**config.mk**
```make
export PLATFORM = sky130hd
export DESIGN_NAME = bgms_top
export DESIGN_NICKNAME = d
export VERILOG_FILES = /design/src/logic/bgms_pkg.sv /design/src/logic/bgms_sync.sv /design/src/logic/bgms_top.sv
export SDC_FILE = /design/constraint.sdc
export NUM_CORES = 1
export LEC_CHECK = 0
export BUFFER_PORTS_ARGS = -buffer_cell sky130_fd_sc_hd__buf_4
export CORE_MARGIN = 2
export CORE_UTILIZATION = 45
export CTS_CLUSTER_DIAMETER = 40
export CTS_CLUSTER_SIZE = 14
export DETAILED_ROUTE_END_ITERATION = 8
export GPL_ROUTABILITY_DRIVEN = 0
export PLACE_DENSITY = 0.67
export RECOVER_POWER = 25
export SETUP_SLACK_MARGIN = 0.1
export SYNTH_ARGS = -nofsm -noshare
export SYNTH_HDL_FRONTEND = slang
export SYNTH_SLANG_ARGS = --single-unit
```
**constraint.sdc**
```tcl
create_clock -name mclk_i -period 6.7 [get_ports mclk_i]
set_input_delay 0.67 -clock mclk_i [delete_from_list [all_inputs] [get_ports mclk_i]]
set_output_delay 0.67 -clock mclk_i [all_outputs]
set_load 0.01 [all_outputs]
```
**src/logic/bgms_pkg.sv**
```systemverilog
// Package: constants for the battery gauge measurement sequencer
package bgms_pkg;
  // APB register byte offsets
  localparam logic [7:0] BGMS_MODE_OFS    = 8'h00;
  localparam logic [7:0] BGMS_CTRL_OFS    = 8'h04;
  localparam logic [7:0] BGMS_CHARGE_OFS  = 8'h08;
  localparam logic [7:0] BGMS_COUNTER_OFS = 8'h0C;
  localparam logic [7:0] BGMS_CURRENT_OFS = 8'h10;
  localparam logic [7:0] BGMS_VOLTAGE_OFS = 8'h14;
  localparam logic [7:0] BGMS_SOCBASE_OFS = 8'h18;
  localparam logic [7:0] BGMS_STATUS_OFS  = 8'h1C;
  // Mode register fields
  localparam int BGMS_LOWPWR_BIT = 0;
  localparam int BGMS_RUN_BIT    = 4;
  // Control register fields
  localparam int BGMS_CLEAR_BIT  = 1;
  // Widths
  localparam int BGMS_ADC_W   = 14;
  localparam int BGMS_ACC_W   = 28;
  localparam int BGMS_CNT_W   = 16;
  // Time base: tick cycles per slot
  localparam int BGMS_TICK_HZ      = 32768;
  localparam int BGMS_VOLT_TICKS   = 8192;            // 250 ms
  localparam int BGMS_CURR_MS      = 500;
  localparam int BGMS_CURR_TICKS   = BGMS_TICK_HZ * BGMS_CURR_MS / 1000;
  localparam int BGMS_PERIOD_MS    = 4000;
  localparam int BGMS_PERIOD_TICKS = BGMS_TICK_HZ * BGMS_PERIOD_MS / 1000;
  // Sequencer states
  typedef enum logic [1:0] {
    BGMS_IDLE,
    BGMS_VOLT,
    BGMS_CURR,
    BGMS_REST
  } bgms_state_t;
endpackage : bgms_pkg

```
**src/logic/bgms_sync.sv**
```systemverilog
// Two-flop synchroniser with rising edge detect on the synchronised level
`timescale 1ns/10ps
`default_nettype none
module bgms_sync (
  // Clock and reset
  input  wire logic mclk_i,
  input  wire logic nrst_i,
  // Asynchronous level in
  input  wire logic async_i,
  // Synchronised level and rising pulse
  output logic      level_o,
  output logic      rise_o
);
  logic meta_reg;
  logic sync_reg;
  logic prev_reg;

  // First flop feeds only the second
  always_ff @(posedge mclk_i) begin
    if (!nrst_i) begin
      meta_reg <= 1'b0;
      sync_reg <= 1'b0;
      prev_reg <= 1'b0;
    end else begin
      meta_reg <= async_i;
      sync_reg <= meta_reg;
      prev_reg <= sync_reg;
    end
  end

  assign level_o = sync_reg;
  assign rise_o  = sync_reg & ~prev_reg;
endmodule : bgms_sync
`default_nettype wire

```
**src/logic/bgms_top.sv**
```systemverilog
// Measurement sequencer and coulomb counter with APB registers
// How it works
// - One 14-bit converter; voltage and current slots never overlap.
// - Mode bit low_power_select picks power-saving or active schedule.
// - Power-saving: each current slot is followed by an idle slot of the same length.
// - Active: back-to-back current slots, one voltage slot per 4 s.
// - One voltage conversion every 4 s while running.
// - Undervoltage lockout stops all measurement.
// - Registers kept through lockout; reset restores defaults, gauge clear zeroes accumulator and counter.
// - Clearing run halts measurement and freezes results.
// - Setting run again resumes without clearing accumulated values.
// - Voltage slot is 8192 ticks of the 32768 Hz time base.
// - Voltage code spans 0-5 V at 0.305 mV per step.
// - Current slot lasts 500 ms and yields a 14-bit result.
// - Current results are signed two's complement.
// - Each completed current slot adds to accumulator and bumps counter.
// - Accumulator is 28 bits summing signed current results.
// - Charge is accumulator top 16 bits plus SOC base.
// - Host controls counter, writes SOC base, reads charge over registers.
// - After run is set, a voltage slot comes first.
// - Accumulator updates at the end of each 500 ms current slot with its result.
// - Clearing run mid current slot aborts and discards it.
`timescale 1ns/10ps
`default_nettype none
module bgms_top
  import bgms_pkg::*;
#(
  parameter int VOLT_TICKS   = BGMS_VOLT_TICKS,
  parameter int CURR_TICKS   = BGMS_CURR_TICKS,
  parameter int PERIOD_TICKS = BGMS_PERIOD_TICKS
) (
  // Clock and reset
  input  wire logic                  mclk_i,
  input  wire logic                  nrst_i,
  // APB slave
  input  wire logic                  psel_i,
  input  wire logic                  penable_i,
  input  wire logic                  pwrite_i,
  input  wire logic [7:0]            paddr_i,
  input  wire logic [31:0]           pwdata_i,
  output logic      [31:0]           prdata_o,
  output logic                       pready_o,
  output logic                       pslverr_o,
  // Time base and supply monitor (asynchronous)
  input  wire logic                  tick_clk_i,
  input  wire logic                  undervoltage_lockout_i,
  // Converter interface
  input  wire logic [BGMS_ADC_W-1:0] adc_result_i,
  output logic                       adc_volt_o,
  output logic                       adc_curr_o
);
  // Period counter width; the full 4 s count needs 17 bits, not 16
  localparam int PW = $clog2(PERIOD_TICKS);
  logic                  tick;
  logic                  undervoltage_lockout;
  bgms_state_t           state_reg;
  logic [15:0]           slot_reg;
  logic [PW-1:0]         period_reg;
  logic                  volt_pend_reg;
  logic                  low_power_select_reg;
  logic                  measure_run_reg;
  logic                  gauge_clear;
  logic [BGMS_ADC_W-1:0] voltage_reg;
  logic [BGMS_ADC_W-1:0] current_reg;
  logic [BGMS_ACC_W-1:0] acc_reg;
  logic [BGMS_CNT_W-1:0] count_reg;
  logic [15:0]           socbase_reg;
  logic [15:0]           charge_next;
  logic                  active;
  logic                  wr_en;
  logic                  rd_en;
  logic                  volt_due;
  logic                  slot_end;
  logic                  curr_done;

  // Synchronise time-base edges
  bgms_sync u_tick (
    .mclk_i  (mclk_i),
    .nrst_i  (nrst_i),
    .async_i (tick_clk_i),
    .level_o (),
    .rise_o  (tick)
  );

  // Synchronise lockout level
  bgms_sync u_undervoltage_lockout (
    .mclk_i  (mclk_i),
    .nrst_i  (nrst_i),
    .async_i (undervoltage_lockout_i),
    .level_o (undervoltage_lockout),
    .rise_o  ()
  );

  assign active    = measure_run_reg & ~undervoltage_lockout;
  assign wr_en     = psel_i & penable_i & pwrite_i;
  assign rd_en     = psel_i & ~penable_i & ~pwrite_i;
  assign gauge_clear = wr_en && (paddr_i == BGMS_CTRL_OFS) && pwdata_i[BGMS_CLEAR_BIT];
  assign slot_end  = tick && (state_reg != BGMS_IDLE) &&
                     (slot_reg == 16'(((state_reg == BGMS_VOLT) ? VOLT_TICKS : CURR_TICKS) - 1));
  // voltage due once per 4 s period
  // Slot ends seldom meet the wrap itself, so the request is held in a flag
  assign volt_due  = volt_pend_reg;
  assign curr_done = slot_end && (state_reg == BGMS_CURR) && active;
  // charge sum, wraps at 16 bits
  assign charge_next = acc_reg[BGMS_ACC_W-1 -: 16] + socbase_reg;

  // Mode and SOC base registers; only reset restores them
  always_ff @(posedge mclk_i) begin
    if (!nrst_i) begin
      low_power_select_reg <= 1'b0;
      measure_run_reg      <= 1'b0;
      socbase_reg          <= 16'h0000;
    end else if (wr_en && paddr_i == BGMS_MODE_OFS) begin
      low_power_select_reg <= pwdata_i[BGMS_LOWPWR_BIT];
      measure_run_reg      <= pwdata_i[BGMS_RUN_BIT];
    end else if (wr_en && paddr_i == BGMS_SOCBASE_OFS) begin
      socbase_reg <= pwdata_i[15:0];
    end
  end

  // Sequencer: one slot at a time keeps the converter unshared
  always_ff @(posedge mclk_i) begin
    if (!nrst_i) begin
      state_reg <= BGMS_IDLE;
      slot_reg  <= 16'h0000;
    end else if (!active) begin
      state_reg <= BGMS_IDLE;
      slot_reg  <= 16'h0000;
    end else begin
      case (state_reg)
        BGMS_IDLE: begin
          state_reg <= BGMS_VOLT;
          slot_reg  <= 16'h0000;
        end
        default: begin
          if (slot_end) begin
            slot_reg <= 16'h0000;
            if (state_reg == BGMS_CURR && low_power_select_reg) begin
              // idle slot after each current slot
              state_reg <= BGMS_REST;
            end else if (volt_due && state_reg != BGMS_VOLT) begin
              // voltage takes one slot per period
              state_reg <= BGMS_VOLT;
            end else begin
              state_reg <= BGMS_CURR;
            end
          end else if (tick) begin
            slot_reg <= slot_reg + 16'h0001;
          end
        end
      endcase
    end
  end

  // Period timer counting 4 s; preserved across stops
  always_ff @(posedge mclk_i) begin
    if (!nrst_i) begin
      period_reg <= '0;
    end else if (active && tick) begin
      period_reg <= (period_reg == PW'(PERIOD_TICKS - 1)) ? '0 : period_reg + PW'(1);
    end
  end

  // voltage owed after each period wrap, taken at the next slot boundary, after the rest slot in low power
  always_ff @(posedge mclk_i) begin
    if (!nrst_i) begin
      volt_pend_reg <= 1'b0;
    end else if (active && tick && period_reg == PW'(PERIOD_TICKS - 1)) begin
      // A wrap in the cycle a voltage slot ends wins over the clear
      volt_pend_reg <= 1'b1;
    end else if (slot_end && active && state_reg == BGMS_VOLT) begin
      // Voltage just measured, nothing owed until the next wrap
      volt_pend_reg <= 1'b0;
    end
  end

  // Results, accumulator and counter
  always_ff @(posedge mclk_i) begin
    if (!nrst_i) begin
      voltage_reg <= '0;
      current_reg <= '0;
      acc_reg     <= '0;
      count_reg   <= '0;
    end else if (gauge_clear) begin
      acc_reg     <= '0;
      count_reg   <= '0;
    end else if (slot_end && active) begin
      // voltage code latched at slot end
      if (state_reg == BGMS_VOLT) begin
        voltage_reg <= adc_result_i;
      end
      if (curr_done) begin
        current_reg <= adc_result_i;
        acc_reg     <= acc_reg + {{(BGMS_ACC_W-BGMS_ADC_W){adc_result_i[BGMS_ADC_W-1]}},
                                   adc_result_i};
        count_reg   <= count_reg + 16'h0001;
      end
    end
  end

  // Converter strobes registered from state
  always_ff @(posedge mclk_i) begin
    if (!nrst_i) begin
      adc_volt_o <= 1'b0;
      adc_curr_o <= 1'b0;
    end else begin
      adc_volt_o <= active && state_reg == BGMS_VOLT;
      adc_curr_o <= active && state_reg == BGMS_CURR;
    end
  end

  // APB read path, zero-wait; unmapped reads zero with error
  always_ff @(posedge mclk_i) begin
    if (!nrst_i) begin
      prdata_o  <= 32'h0000_0000;
      pready_o  <= 1'b0;
      pslverr_o <= 1'b0;
    end else begin
      pready_o  <= psel_i & ~penable_i;
      pslverr_o <= 1'b0;
      if (psel_i & ~penable_i) begin
        prdata_o <= 32'h0000_0000;
        if (paddr_i == BGMS_MODE_OFS) begin
          prdata_o[BGMS_LOWPWR_BIT] <= low_power_select_reg;
          prdata_o[BGMS_RUN_BIT]    <= measure_run_reg;
        end else if (paddr_i == BGMS_CTRL_OFS) begin
          prdata_o <= 32'h0000_0000;
        end else if (paddr_i == BGMS_CHARGE_OFS) begin
          prdata_o[15:0] <= charge_next;
        end else if (paddr_i == BGMS_COUNTER_OFS) begin
          prdata_o[15:0] <= count_reg;
        end else if (paddr_i == BGMS_CURRENT_OFS) begin
          prdata_o <= {{(32-BGMS_ADC_W){current_reg[BGMS_ADC_W-1]}}, current_reg};
        end else if (paddr_i == BGMS_VOLTAGE_OFS) begin
          prdata_o[BGMS_ADC_W-1:0] <= voltage_reg;
        end else if (paddr_i == BGMS_SOCBASE_OFS) begin
          prdata_o[15:0] <= socbase_reg;
        end else if (paddr_i == BGMS_STATUS_OFS) begin
          prdata_o[1:0] <= state_reg;
          prdata_o[2]   <= undervoltage_lockout;
        end else begin
          pslverr_o <= rd_en | (psel_i & pwrite_i);
        end
      end
    end
  end

  // Assertions
  // a_slot_exclusive: converter never in both modes
  a_slot_exclusive: assert property (@(posedge mclk_i) disable iff (!nrst_i)
    !(adc_volt_o && adc_curr_o)) else $error("both conversions active");
  a_halt_idle: assert property (@(posedge mclk_i) disable iff (!nrst_i)
    !active |=> state_reg == BGMS_IDLE) else $error("sequencer not halted");
  a_start_volt: assert property (@(posedge mclk_i) disable iff (!nrst_i)
    state_reg == BGMS_IDLE && active |=> state_reg == BGMS_VOLT) else $error("start not voltage");
  a_lp_rest: assert property (@(posedge mclk_i) disable iff (!nrst_i)
    curr_done && low_power_select_reg |=> state_reg == BGMS_REST) else $error("no rest slot");
  a_count_inc: assert property (@(posedge mclk_i) disable iff (!nrst_i)
    curr_done && !gauge_clear |=> count_reg == $past(count_reg) + 16'h0001)
    else $error("counter not bumped");
  a_freeze_acc: assert property (@(posedge mclk_i) disable iff (!nrst_i)
    !active && !gauge_clear |=> $stable(acc_reg) && $stable(count_reg))
    else $error("results changed while stopped");
  a_undervoltage_lockout_stop: assert property (@(posedge mclk_i) disable iff (!nrst_i)
    undervoltage_lockout |=> !adc_curr_o ##1 !adc_curr_o) else $error("converting in lockout");
  a_charge_sum: assert property (@(posedge mclk_i) disable iff (!nrst_i)
    psel_i && !penable_i && paddr_i == BGMS_CHARGE_OFS |=> prdata_o[15:0] == $past(charge_next))
    else $error("charge sum wrong");
  // Schedule and register checks
  a_volt_taken: assert property (@(posedge mclk_i) disable iff (!nrst_i)
    curr_done && volt_pend_reg && !low_power_select_reg |=> state_reg == BGMS_VOLT)
    else $error("voltage slot skipped");
  a_volt_once: assert property (@(posedge mclk_i) disable iff (!nrst_i)
    slot_end && active && state_reg == BGMS_VOLT |=> state_reg != BGMS_VOLT)
    else $error("voltage slot repeated");
  a_volt_latch: assert property (@(posedge mclk_i) disable iff (!nrst_i)
    slot_end && active && state_reg == BGMS_VOLT |=> voltage_reg == $past(adc_result_i))
    else $error("voltage result not taken");
  a_clear_zero: assert property (@(posedge mclk_i) disable iff (!nrst_i)
    gauge_clear |=> acc_reg == '0 && count_reg == '0)
    else $error("gauge clear ignored");
  a_apb_ready: assert property (@(posedge mclk_i) disable iff (!nrst_i)
    psel_i && !penable_i |=> pready_o)
    else $error("no ready in access phase");
  c_volt_slot: cover property (@(posedge mclk_i) slot_end && state_reg == BGMS_VOLT);
  c_volt_repeat: cover property (@(posedge mclk_i) curr_done && volt_pend_reg);
  c_resume_run: cover property (@(posedge mclk_i) $rose(measure_run_reg));
  c_curr_done: cover property (@(posedge mclk_i) curr_done);
  c_rest_slot: cover property (@(posedge mclk_i) state_reg == BGMS_REST);
endmodule : bgms_top
`default_nettype wire

```
==> impl_metrics.py, run 1 <==
metrics = {
    "critical_path": {
        "rr_startpoint": "slot_reg[0]",
        "reg2reg_slack_ps": 3670,
        "cp-start-kind": "primary input",
        "critPathCaptureType": "flip-flop",
        "path_max_fanout": 69,
        "critPathKind": "in -> reg",
        "critPathArrivalTime_ps": 4820,
        "r2r-end": "current_reg[4]",
        "cp.required_ps": 7080,
        "r2r_cells": 9,
    },
    "outcome": {
        "run_status": "finished, violations left",
        "violations": "capacitance limit, slew limit",
    },
    "logic_synthesis": {
        "synthFlopType": "dfxtp_1",
        "async_flop_share": 0,
        "synth_edf_count": 0,
        "syn_area_sq_um": 8570,
        "synthCells": 1059,
        "syn-num-nets": 1168,
        "avgSynthCellArea_sq_um": 8.09,
        "yosysTopAreaCell": "dfxtp_1",
        "synth.top_cells.by_area": "dfxtp_1 (35%), nand2_1 (6.8%), ha_1 (6.7%), a21oi_1 (4.0%), nor2_1 (4.0%)",
        "synth.area.mux_share": 0.0343,
        "yosysSeqAreaShare": 0.355,
        "synth_compound_area_frac": 0.191,
        "synth_top_family_by_area": "simple AND/OR/NAND/NOR gates",
        "synth_cell_types": 58,
        "ys_ff_latch": 152,
        "yosys_warnings": 0,
        "netlist.area_leader.share": 0.355,
        "synth_adder_area_share": 0.0718,
        "synthXorXnorAreaFrac": 0.0654,
        "synthSimpleGateAreaFrac": 0.240,
    },
    "sta": {
        "setup_viol": 0,
        "worst_pin_slew_ps": 2630,
        "fmax_mhz": 225,
        "finalSetupTns_ps": 0,
        "clock_skew_ps": 8.18,
        "rsz0062_at_grt": "false",
        "max_slew_margin": -0.750,
        "maxSlewViolCount": 70,
        "finalCritPeriodShare": 0.663,
        "finalCriticalPeriod_ps": 4440,
        "holdWs_ps": 436,
        "hold_violations": 0,
        "final.setup.worst_slack_ps": 2260,
    },
    "grt": {
        "gr-usage-met2": 0.352,
        "antenna_found_initial": 0,
        "use_met1": 0.315,
        "use_met3": 0.0434,
        "grt_max_degree": 70,
        "top_usage_layer": "met2",
        "grt_usage": 0.225,
        "overflow": 0,
        "grt_pass1_wl_mm": 36.1,
        "grt_pass1_vias": 6967,
    },
    "clock_network": {
        "post_cts_buffers": 0,
        "htreeDepth": 4,
        "clk_latency_ps": 440,
        "cts_root_buf": "clkbuf_16",
        "ctsLongestPathBuffers": 2,
        "hold_buffers": 0,
        "cts-buffers-inserted": 17,
        "cts_tree": "built",
        "cts_resized": 0,
        "path_clk_slew_ps": 70,
        "cts_sinks": 152,
    },
    "pwr": {
        "total_power_mw": 2.00,
        "vdd_drop_max_uv": 178,
        "powerDensity_nw_per_um2": 205,
        "leakage_nw": 3.86,
    },
    "place": {
        "dp_worst_setup_slack_ps": 3270,
        "dp_hpwl_mm": 16.1,
        "io_buffers": 80,
    },
    "floorplanning": {
        "die_x_um": 142,
        "start_util": 0.458,
        "die_area_sq_um": 20200,
        "rows": 50,
        "core_sq_um": 18700,
        "die_y_um": 142,
        "pin_count": 97,
    },
    "routing": {
        "ant_nets": 0,
        "wl_per_cell_um": 16.6,
        "dr.pass1.iters": 5,
        "drc_errors": 0,
        "via_per_inst": 5.61,
        "initialDrtViolationCount": 459,
        "route.vias.total": 7579,
        "totalWireLength_mm": 22.4,
    },
    "cells_and_area": {
        "nets": 1212,
        "n_fill_cell": 1779,
        "drive_gt1_frac": 0.0914,
        "area_growth_pct": 13.6,
        "num_antenna_cells": 0,
        "layout_common_cells": "nand2_1 (156), dfxtp_1 (152), nor2_1 (91)",
        "layout_commonest_cell": "nand2_1",
        "largest_reg_flops": 28,
        "multi_input_area_sq_um": 5160,
        "regArea_sq_um": 3040,
    },
    "run": {
        "maxCapViolations": 1,
    },
    "hold_path": {
        "min_to": "u_tick.meta_reg",
        "hp-class": "in -> reg",
        "min_path_cells": 2,
        "min_from": "tick_clk_i",
    },
}
## cell type report
type | instances | share of cell area
clock inverters | 15 | 0.0186
repair buffers | 86 | 0.0578
well taps | 234 | 0.0301
inverters | 19 | 0.00732
clock buffers | 17 | 0.0437
multi-input cells | 827 | 0.530
flip-flops and latches | 152 | 0.312
## critical path: stages
cell	delay (ps)
clkbuf_1	1820
nand2_1	1190
buf_4	540
a2111oi_0	420
a31oi_1	80
nand2_1	70
## where the power goes
group	internal, mW	switching, mW
registers	0.906	0.00150
clock network	0.537	0.450
logic	0.0422	0.0651
## per-layer routing
metal  vias up  wire length (um)
li1       3819                 -
met1      3510             10900
met2       223              9890
met3        27              1310
met4         0               321
met5         -                 0
## cell usage after synthesis (14+ instances only)
| cell | count |
|---|---|
| and3_1 | 22 |
| xnor2_1 | 29 |
| dfxtp_1 | 152 |
| or3_1 | 14 |
| xor2_1 | 35 |
| a21oi_1 | 69 |
| ha_1 | 46 |
| buf_4 | 16 |
| clkbuf_1 | 37 |
| a31oi_1 | 16 |
| nor2_1 | 91 |
| nand3_1 | 42 |
| a21o_1 | 14 |
| inv_1 | 18 |
| nor2b_1 | 33 |
| mux2i_1 | 26 |
| a21boi_0 | 34 |
| nand2_1 | 156 |
| nand2b_1 | 17 |
| o21ai_0 | 62 |
## per-stage QoR
| step | instances | utilization | cell area (sq um) |
|---|---|---|---|
| after floorplan | 1059 | - | 8570 |
| after global placement | 1318 | 0.493 | 9220 |
| after detailed placement | 1318 | 0.493 | 9220 |
| after CTS | 1350 | 0.525 | 9820 |
| after global routing | 1350 | 0.521 | 9740 |
| final | 1350 | 0.521 | 9740 |
## cells by family (layout without fill, tap and decap cells)
family,Yosys count,after routing
simple gates,427,427
compound gates,260,260
flops,152,152
buf+inv,80,137
xor+xnor,64,64
fa+ha+maj,48,48
mux,28,28
## worst max path at each step
stage | slack, ps | start | end
floorplan | 3750 | adc_result_i[0] | acc_reg[14]
global placement | 3300 | adc_result_i[0] | acc_reg[20]
detailed placement | 3270 | adc_result_i[0] | acc_reg[20]
CTS | 3650 | slot_reg[0] | current_reg[4]
global route | 1800 | nrst_i | acc_reg[24]
finish | 2260 | nrst_i | acc_reg[24]
No activity file was read; power rests on OpenSTA's default activity.
==> run 2, diff against run 1 <==
Settings changed: ABC_AREA set to 1.
Clock period 6.7 ns to 4.6 ns, I/O delays scaled along.
==> run 2 against run 1 <==
The run still ends with capacitance limit, slew limit left; setup slack got worse by 890 ps; largest cell class unchanged; first-iteration DRC count increased by 78%; utilization decreased by 0.79 points; routed wire length increased by 25%; highest routed layer unchanged; register-to-register slack got worse by 1800 ps; total power increased by 43%; cell count increased by 35%; largest power group unchanged; clock-buffer cell count unchanged.
==> impl_metrics.py, run 2 <==
metrics = {
    "outcome": {
        "run_status": "finished, violations left",
        "violations": "capacitance limit, slew limit",
    },
    "place": {
        "dp_hpwl_mm": 21.4,
        "io_buffers": 80,
    },
    "logic_synthesis": {
        "avgSynthCellArea_sq_um": 6.55,
        "yosysSeqAreaShare": 0.314,
        "async_flop_share": 0,
        "netlist_top_cells_count": "nand2_1 (347), inv_1 (189), dfxtp_1 (152)",
        "syn-num-nets": 1586,
        "synth_edf_count": 0,
        "synth_compound_area_frac": 0.152,
        "synthSimpleGateAreaFrac": 0.329,
        "synthFlopType": "dfxtp_1",
        "yosysTopAreaCell": "dfxtp_1",
        "synth.top_cells.by_area": "dfxtp_1 (31%), nand2_1 (13%), a21oi_1 (7.3%), inv_1 (7.3%), nand3_1 (6.1%)",
        "netlist.area_leader.share": 0.314,
        "ys_ff_latch": 152,
        "synth_cell_types": 42,
        "synth_adder_area_share": 0.0636,
        "synthCells": 1477,
        "synthXorXnorAreaFrac": 0.0326,
        "syn_area_sq_um": 9680,
        "post-synth-top-count-cell": "nand2_1",
        "synth_top_family_by_area": "simple AND/OR/NAND/NOR gates",
        "yosys_warnings": 0,
        "synth.area.mux_share": 0,
    },
    "clock_network": {
        "cts_resized": 0,
        "path_clk_slew_ps": 70,
        "cts_tree": "built",
        "hold_buffers": 0,
        "cts_sinks": 152,
        "clk_latency_ps": 440,
        "ctsLongestPathBuffers": 2,
        "htreeDepth": 4,
        "cts-buffers-inserted": 17,
        "post_cts_buffers": 0,
        "cts_root_buf": "clkbuf_16",
    },
    "routing": {
        "totalWireLength_mm": 28.1,
        "initialDrtViolationCount": 815,
        "wl_per_cell_um": 15.4,
        "via_per_inst": 5.33,
        "route.vias.total": 9698,
        "drc_errors": 0,
        "dr.pass1.iters": 9,
        "ant_nets": 0,
    },
    "cells_and_area": {
        "final_util": 0.513,
        "n_fill_cell": 2171,
        "drive_gt1_frac": 0.0868,
        "largest_reg_flops": 28,
        "layout_commonest_cell": "nand2_1",
        "area_growth_pct": 11.8,
        "num_antenna_cells": 0,
        "layout_common_cells": "nand2_1 (347), inv_1 (190), dfxtp_1 (152)",
        "nets": 1640,
    },
    "floorplanning": {
        "die_x_um": 151,
        "die_area_sq_um": 22700,
        "start_util": 0.459,
        "rows": 53,
        "pin_count": 97,
        "core_sq_um": 21100,
        "die_y_um": 151,
    },
    "critical_path": {
        "path_max_fanout": 42,
        "critPathCaptureType": "flip-flop",
        "cp.required_ps": 4890,
        "critPathArrivalTime_ps": 3520,
        "cp-start-kind": "primary input",
        "critPathKind": "in -> reg",
    },
    "pwr": {
        "powerDensity_nw_per_um2": 265,
        "p_clk_frac": 0.484,
        "switchingPower_mw": 0.767,
        "vdd_drop_max_uv": 241,
        "internal-power_mw": 2.10,
        "seqPwrFrac": 0.461,
        "leakage_nw": 4.66,
        "power_frac_comb": 0.055,
        "swShare": 0.268,
    },
    "grt": {
        "grt_pass1_wl_mm": 44.2,
        "grt_max_degree": 43,
        "antenna_found_initial": 0,
        "grt_pass1_vias": 8542,
        "grt_usage": 0.250,
        "overflow": 0,
    },
    "sta": {
        "maxSlewViolCount": 78,
        "clock_skew_ps": 8.79,
        "rsz0062_at_grt": "false",
        "max_slew_margin": -0.432,
        "finalCriticalPeriod_ps": 3230,
        "finalCritPeriodShare": 0.702,
        "setup_viol": 0,
        "worst_pin_slew_ps": 2150,
        "fmax_mhz": 310,
        "hold_violations": 0,
        "finalSetupTns_ps": 0,
    },
    "hold_path": {
        "hp-class": "in -> reg",
    },
    "run": {
        "maxCapViolations": 2,
    },
}
run 2: changes by cell type in the layout (fill, tap and decap cells not counted), moves of 21 or more:
cell      previous run  this run
nor2_1              91       132
mux2i_1             26         0
nand2_1            156       347
a21oi_1             69       142
a21boi_0            34         0
nor2b_1             33         0
nor3_1               9        50
inv_1               18       190
and3_1              22         1
nand3_1             42       117
run 2: logic make-up after synthesis:
family / count (synthesis)
buf+inv: 249
simple gates: 721
xor+xnor: 36
compound gates: 271
flops: 152
fa+ha+maj: 48
run 2: metal layers:
metal  vias up  global-route usage  wire [um]
met5         -                   0          0
met3        48              0.0448       2040
met1      4376               0.354      13300
met2       342               0.386      12100
li1       4932                   -          -
met4         0              0.0790        681
run 2: path summary, 6_finish.rpt:
check                                                startpoint                              end  slack [ps]  depth (start not counted)
worst max-delay path                                     nrst_i                        pslverr_o        1370                          6
worst min-delay path                     undervoltage_lockout_i  u_undervoltage_lockout.meta_reg         200                          3
worst max register to register                      slot_reg[1]                      acc_reg[18]        1850                         10
worst min register to register  u_undervoltage_lockout.meta_reg   u_undervoltage_lockout.level_o         430                          2
run 2: worst max-delay path, stage by stage:
cell and delay [ps]:
clkbuf_1 640, inv_1 240, clkbuf_1 1560, nor2_1 330, nand3_1 200, nor3_1 70
run 2: cell type report:
cell class / instances / area, sq um / share of cell area
clock inverters: 15 / 150 / 0.0139
clock buffers: 17 / 425 / 0.0393
flip-flops and latches: 152 / 3040 / 0.281
well taps: 275 / 344 / 0.0318
repair buffers: 83 / 522 / 0.0482
inverters: 201 / 756 / 0.0699
multi-input cells: 1076 / 5580 / 0.516
run 2: power by group through the flow:
stage	combinational, mW	sequential [mW]	clock [mW]
3_5_place_dp	0.157	1.35	0
4_1_cts	0.157	1.32	1.41
3_3_place_gp	0.156	1.35	0
5_1_grt	0.173	1.32	1.47
2_1_floorplan	0.0839	1.35	0
6_report	0.157	1.32	1.39
run 2: metrics by stage:
| stage | instances | setup slack (ps) | hold WS (ps) | cell area (sq um) | total power [mW] |
|---|---|---|---|---|---|
| 2_1_floorplan | 1477 | 2580 | 390 | 9680 | 1.44 |
| 3_3_place_gp | 1787 | 1690 | 397 | 10300 | 1.51 |
| 3_5_place_dp | 1787 | 1610 | 411 | 10300 | 1.51 |
| 4_1_cts | 1819 | 1930 | 198 | 10900 | 2.88 |
| 5_1_grt | 1819 | 1090 | 198 | 10800 | 2.97 |
| 6_report | 1819 | 1370 | 205 | 10800 | 2.87 |
==> run 3, diff against run 2 <==
Settings changed: PLACE_DENSITY 0.67 to 0.69.
Clock period 4.6 ns to 2.9 ns, I/O delays scaled along.
==> run 3 against run 2 <==
The flow now finishes without violations; sequential share of layout area down 0.23 points; hold slack worse by 160 ps; routed wire length about the same; global-route usage down 0.064 points; die area unchanged; clock skew down 0.69 ps; combinational power up 61%; utilization up 0.43 points; setup slack worse by 710 ps; clock-buffer cell count up 3; total power up 62%; via count up 1.1%; critical endpoint is now period_reg[10].
==> impl_metrics.py, run 3 (synthesis results as in run 2) <==
metrics = {
    "critical_path": {
        "critPathSlowestCell": "clkbuf_1",
        "cp-start-kind": "primary input",
        "crit_path_frequent_cell": "clkbuf_1",
        "reg2reg_slack_ps": 680,
        "critPathCaptureType": "flip-flop",
        "r2r-end": "acc_reg[18]",
        "path_buf_inv": 3,
        "startpoint": "nrst_i",
        "crit_family": "buffers and inverters",
        "cp.required_ps": 3250,
        "critPathArrivalTime_ps": 2590,
        "slowest_delay_ps": 710,
        "path_max_fanout": 18,
        "cp-endpoint": "period_reg[10]",
        "critPathKind": "in -> reg",
        "worst-path-stages": 6,
        "r2r_cells": 10,
        "rr_startpoint": "slot_reg[0]",
        "crit_chain": "clkbuf_1, clkbuf_1, nand2_1, inv_1, o21ai_0, a21oi_1",
    },
    "pwr": {
        "leakage_nw": 4.71,
        "powerDensity_nw_per_um2": 426,
        "vdd_drop_max_uv": 394,
        "total_power_mw": 4.65,
    },
    "sta": {
        "worst_pin_slew_ps": 993,
        "finalCriticalPeriod_ps": 2240,
        "finalSetupTns_ps": 0,
        "hold_violations": 0,
        "finalCritPeriodShare": 0.773,
        "fmax_mhz": 446,
        "maxSlewViolCount": 0,
        "setup_viol": 0,
        "rsz0062_at_grt": "false",
        "clock_skew_ps": 8.10,
        "final.setup.worst_slack_ps": 658,
        "max_slew_margin": 0.338,
    },
    "cells_and_area": {
        "num_antenna_cells": 0,
        "nets": 1648,
        "layout_commonest_cell": "nand2_1",
        "largest_reg_flops": 28,
        "area_growth_pct": 12.7,
        "layout_common_cells": "nand2_1 (347), inv_1 (191), dfxtp_1 (152)",
        "final_area_sq_um": 10900,
        "drive_gt1_frac": 0.0903,
    },
    "floorplanning": {
        "start_util": 0.459,
        "rows": 53,
        "core_sq_um": 21100,
        "die_y_um": 151,
        "die_x_um": 151,
        "die_area_sq_um": 22700,
        "pin_count": 97,
    },
    "outcome": {
        "run_status": "completed",
    },
    "clock_network": {
        "clk_latency_ps": 430,
        "cts_root_buf": "clkbuf_16",
        "htreeDepth": 4,
        "post_cts_buffers": 0,
        "cts_resized": 0,
        "path_clk_slew_ps": 60,
        "cts_sinks": 152,
        "ctsLongestPathBuffers": 2,
        "hold_buffers": 0,
        "cts_tree": "built",
        "cts-buffers-inserted": 17,
    },
    "grt": {
        "grt_pass1_vias": 8712,
        "antenna_found_initial": 0,
        "grt_max_degree": 42,
        "grt_usage": 0.249,
        "grt_pass1_wl_mm": 44.4,
        "overflow": 0,
    },
    "place": {
        "io_buffers": 80,
        "dp_worst_setup_slack_ps": 581,
        "dp_hpwl_mm": 21.5,
        "placed_cell_area_sq_um": 10400,
    },
    "routing": {
        "ant_nets": 0,
        "wl_per_cell_um": 15.4,
        "route.vias.total": 9806,
        "dr.pass1.iters": 5,
        "via_per_inst": 5.37,
        "totalWireLength_mm": 28.1,
        "initialDrtViolationCount": 766,
        "drc_errors": 0,
    },
    "run": {
        "maxCapViolations": 0,
    },
    "hold_path": {
        "hp-class": "in -> reg",
    },
}
run 3: cell count changes in the layout (fill, tap and decap cells not counted), moves of 2 or more:
cell,previous run,this run
buf_4,56,62
inv_6,7,2
inv_8,5,0
bufinv_16,0,3
clkinv_2,1,4
clkbuf_8,0,2
run 3: per-stage QoR:
step | hold WS, ps | cells | utilization
finish | 48.5 | 1826 | 0.517
detailed placement | 404 | 1795 | 0.494
CTS | 45.7 | 1826 | 0.522
floorplan | 388 | 1477 | -
global route | 66.3 | 1826 | 0.517
global placement | 398 | 1795 | 0.494
run 3: tightest hold or removal path: stages:
cell	delay, ps
buf_4	80
nand2_1	40
inv_1	40
run 3: power breakdown:
part	switching (mW)	internal (mW)
registers	0.00310	2.09
logic	0.165	0.0873
clock network	0.906	1.40
total	1.07	3.58
run 3: cell type report:
type	instances	area (sq um)
fillers	2159	10200
clock inverters	11	146
flip-flops and latches	152	3040
multi-input cells	1076	5580
well taps	275	344
clock buffers	20	457
inverters	201	756
repair buffers	91	579
run 3: worst min-delay path by stage:
stage	start	endpoint	cells after the start
final	tick_clk_i	u_tick.meta_reg	3
after global routing	undervoltage_lockout_i	u_undervoltage_lockout.meta_reg	3
after CTS	tick_clk_i	u_tick.meta_reg	3
after detailed placement	u_tick.meta_reg	u_tick.level_o	2
after global placement	u_undervoltage_lockout.meta_reg	u_undervoltage_lockout.level_o	2
after floorplan	tick_clk_i	u_tick.meta_reg	2
run 3: layer usage:
metal,routed length [um],vias to the layer above,global-route usage
met5,0,-,0
met4,839,0,0.0850
met3,2050,61,0.0467
met2,12100,386,0.386
met1,13100,4413,0.349
li1,-,4946,-
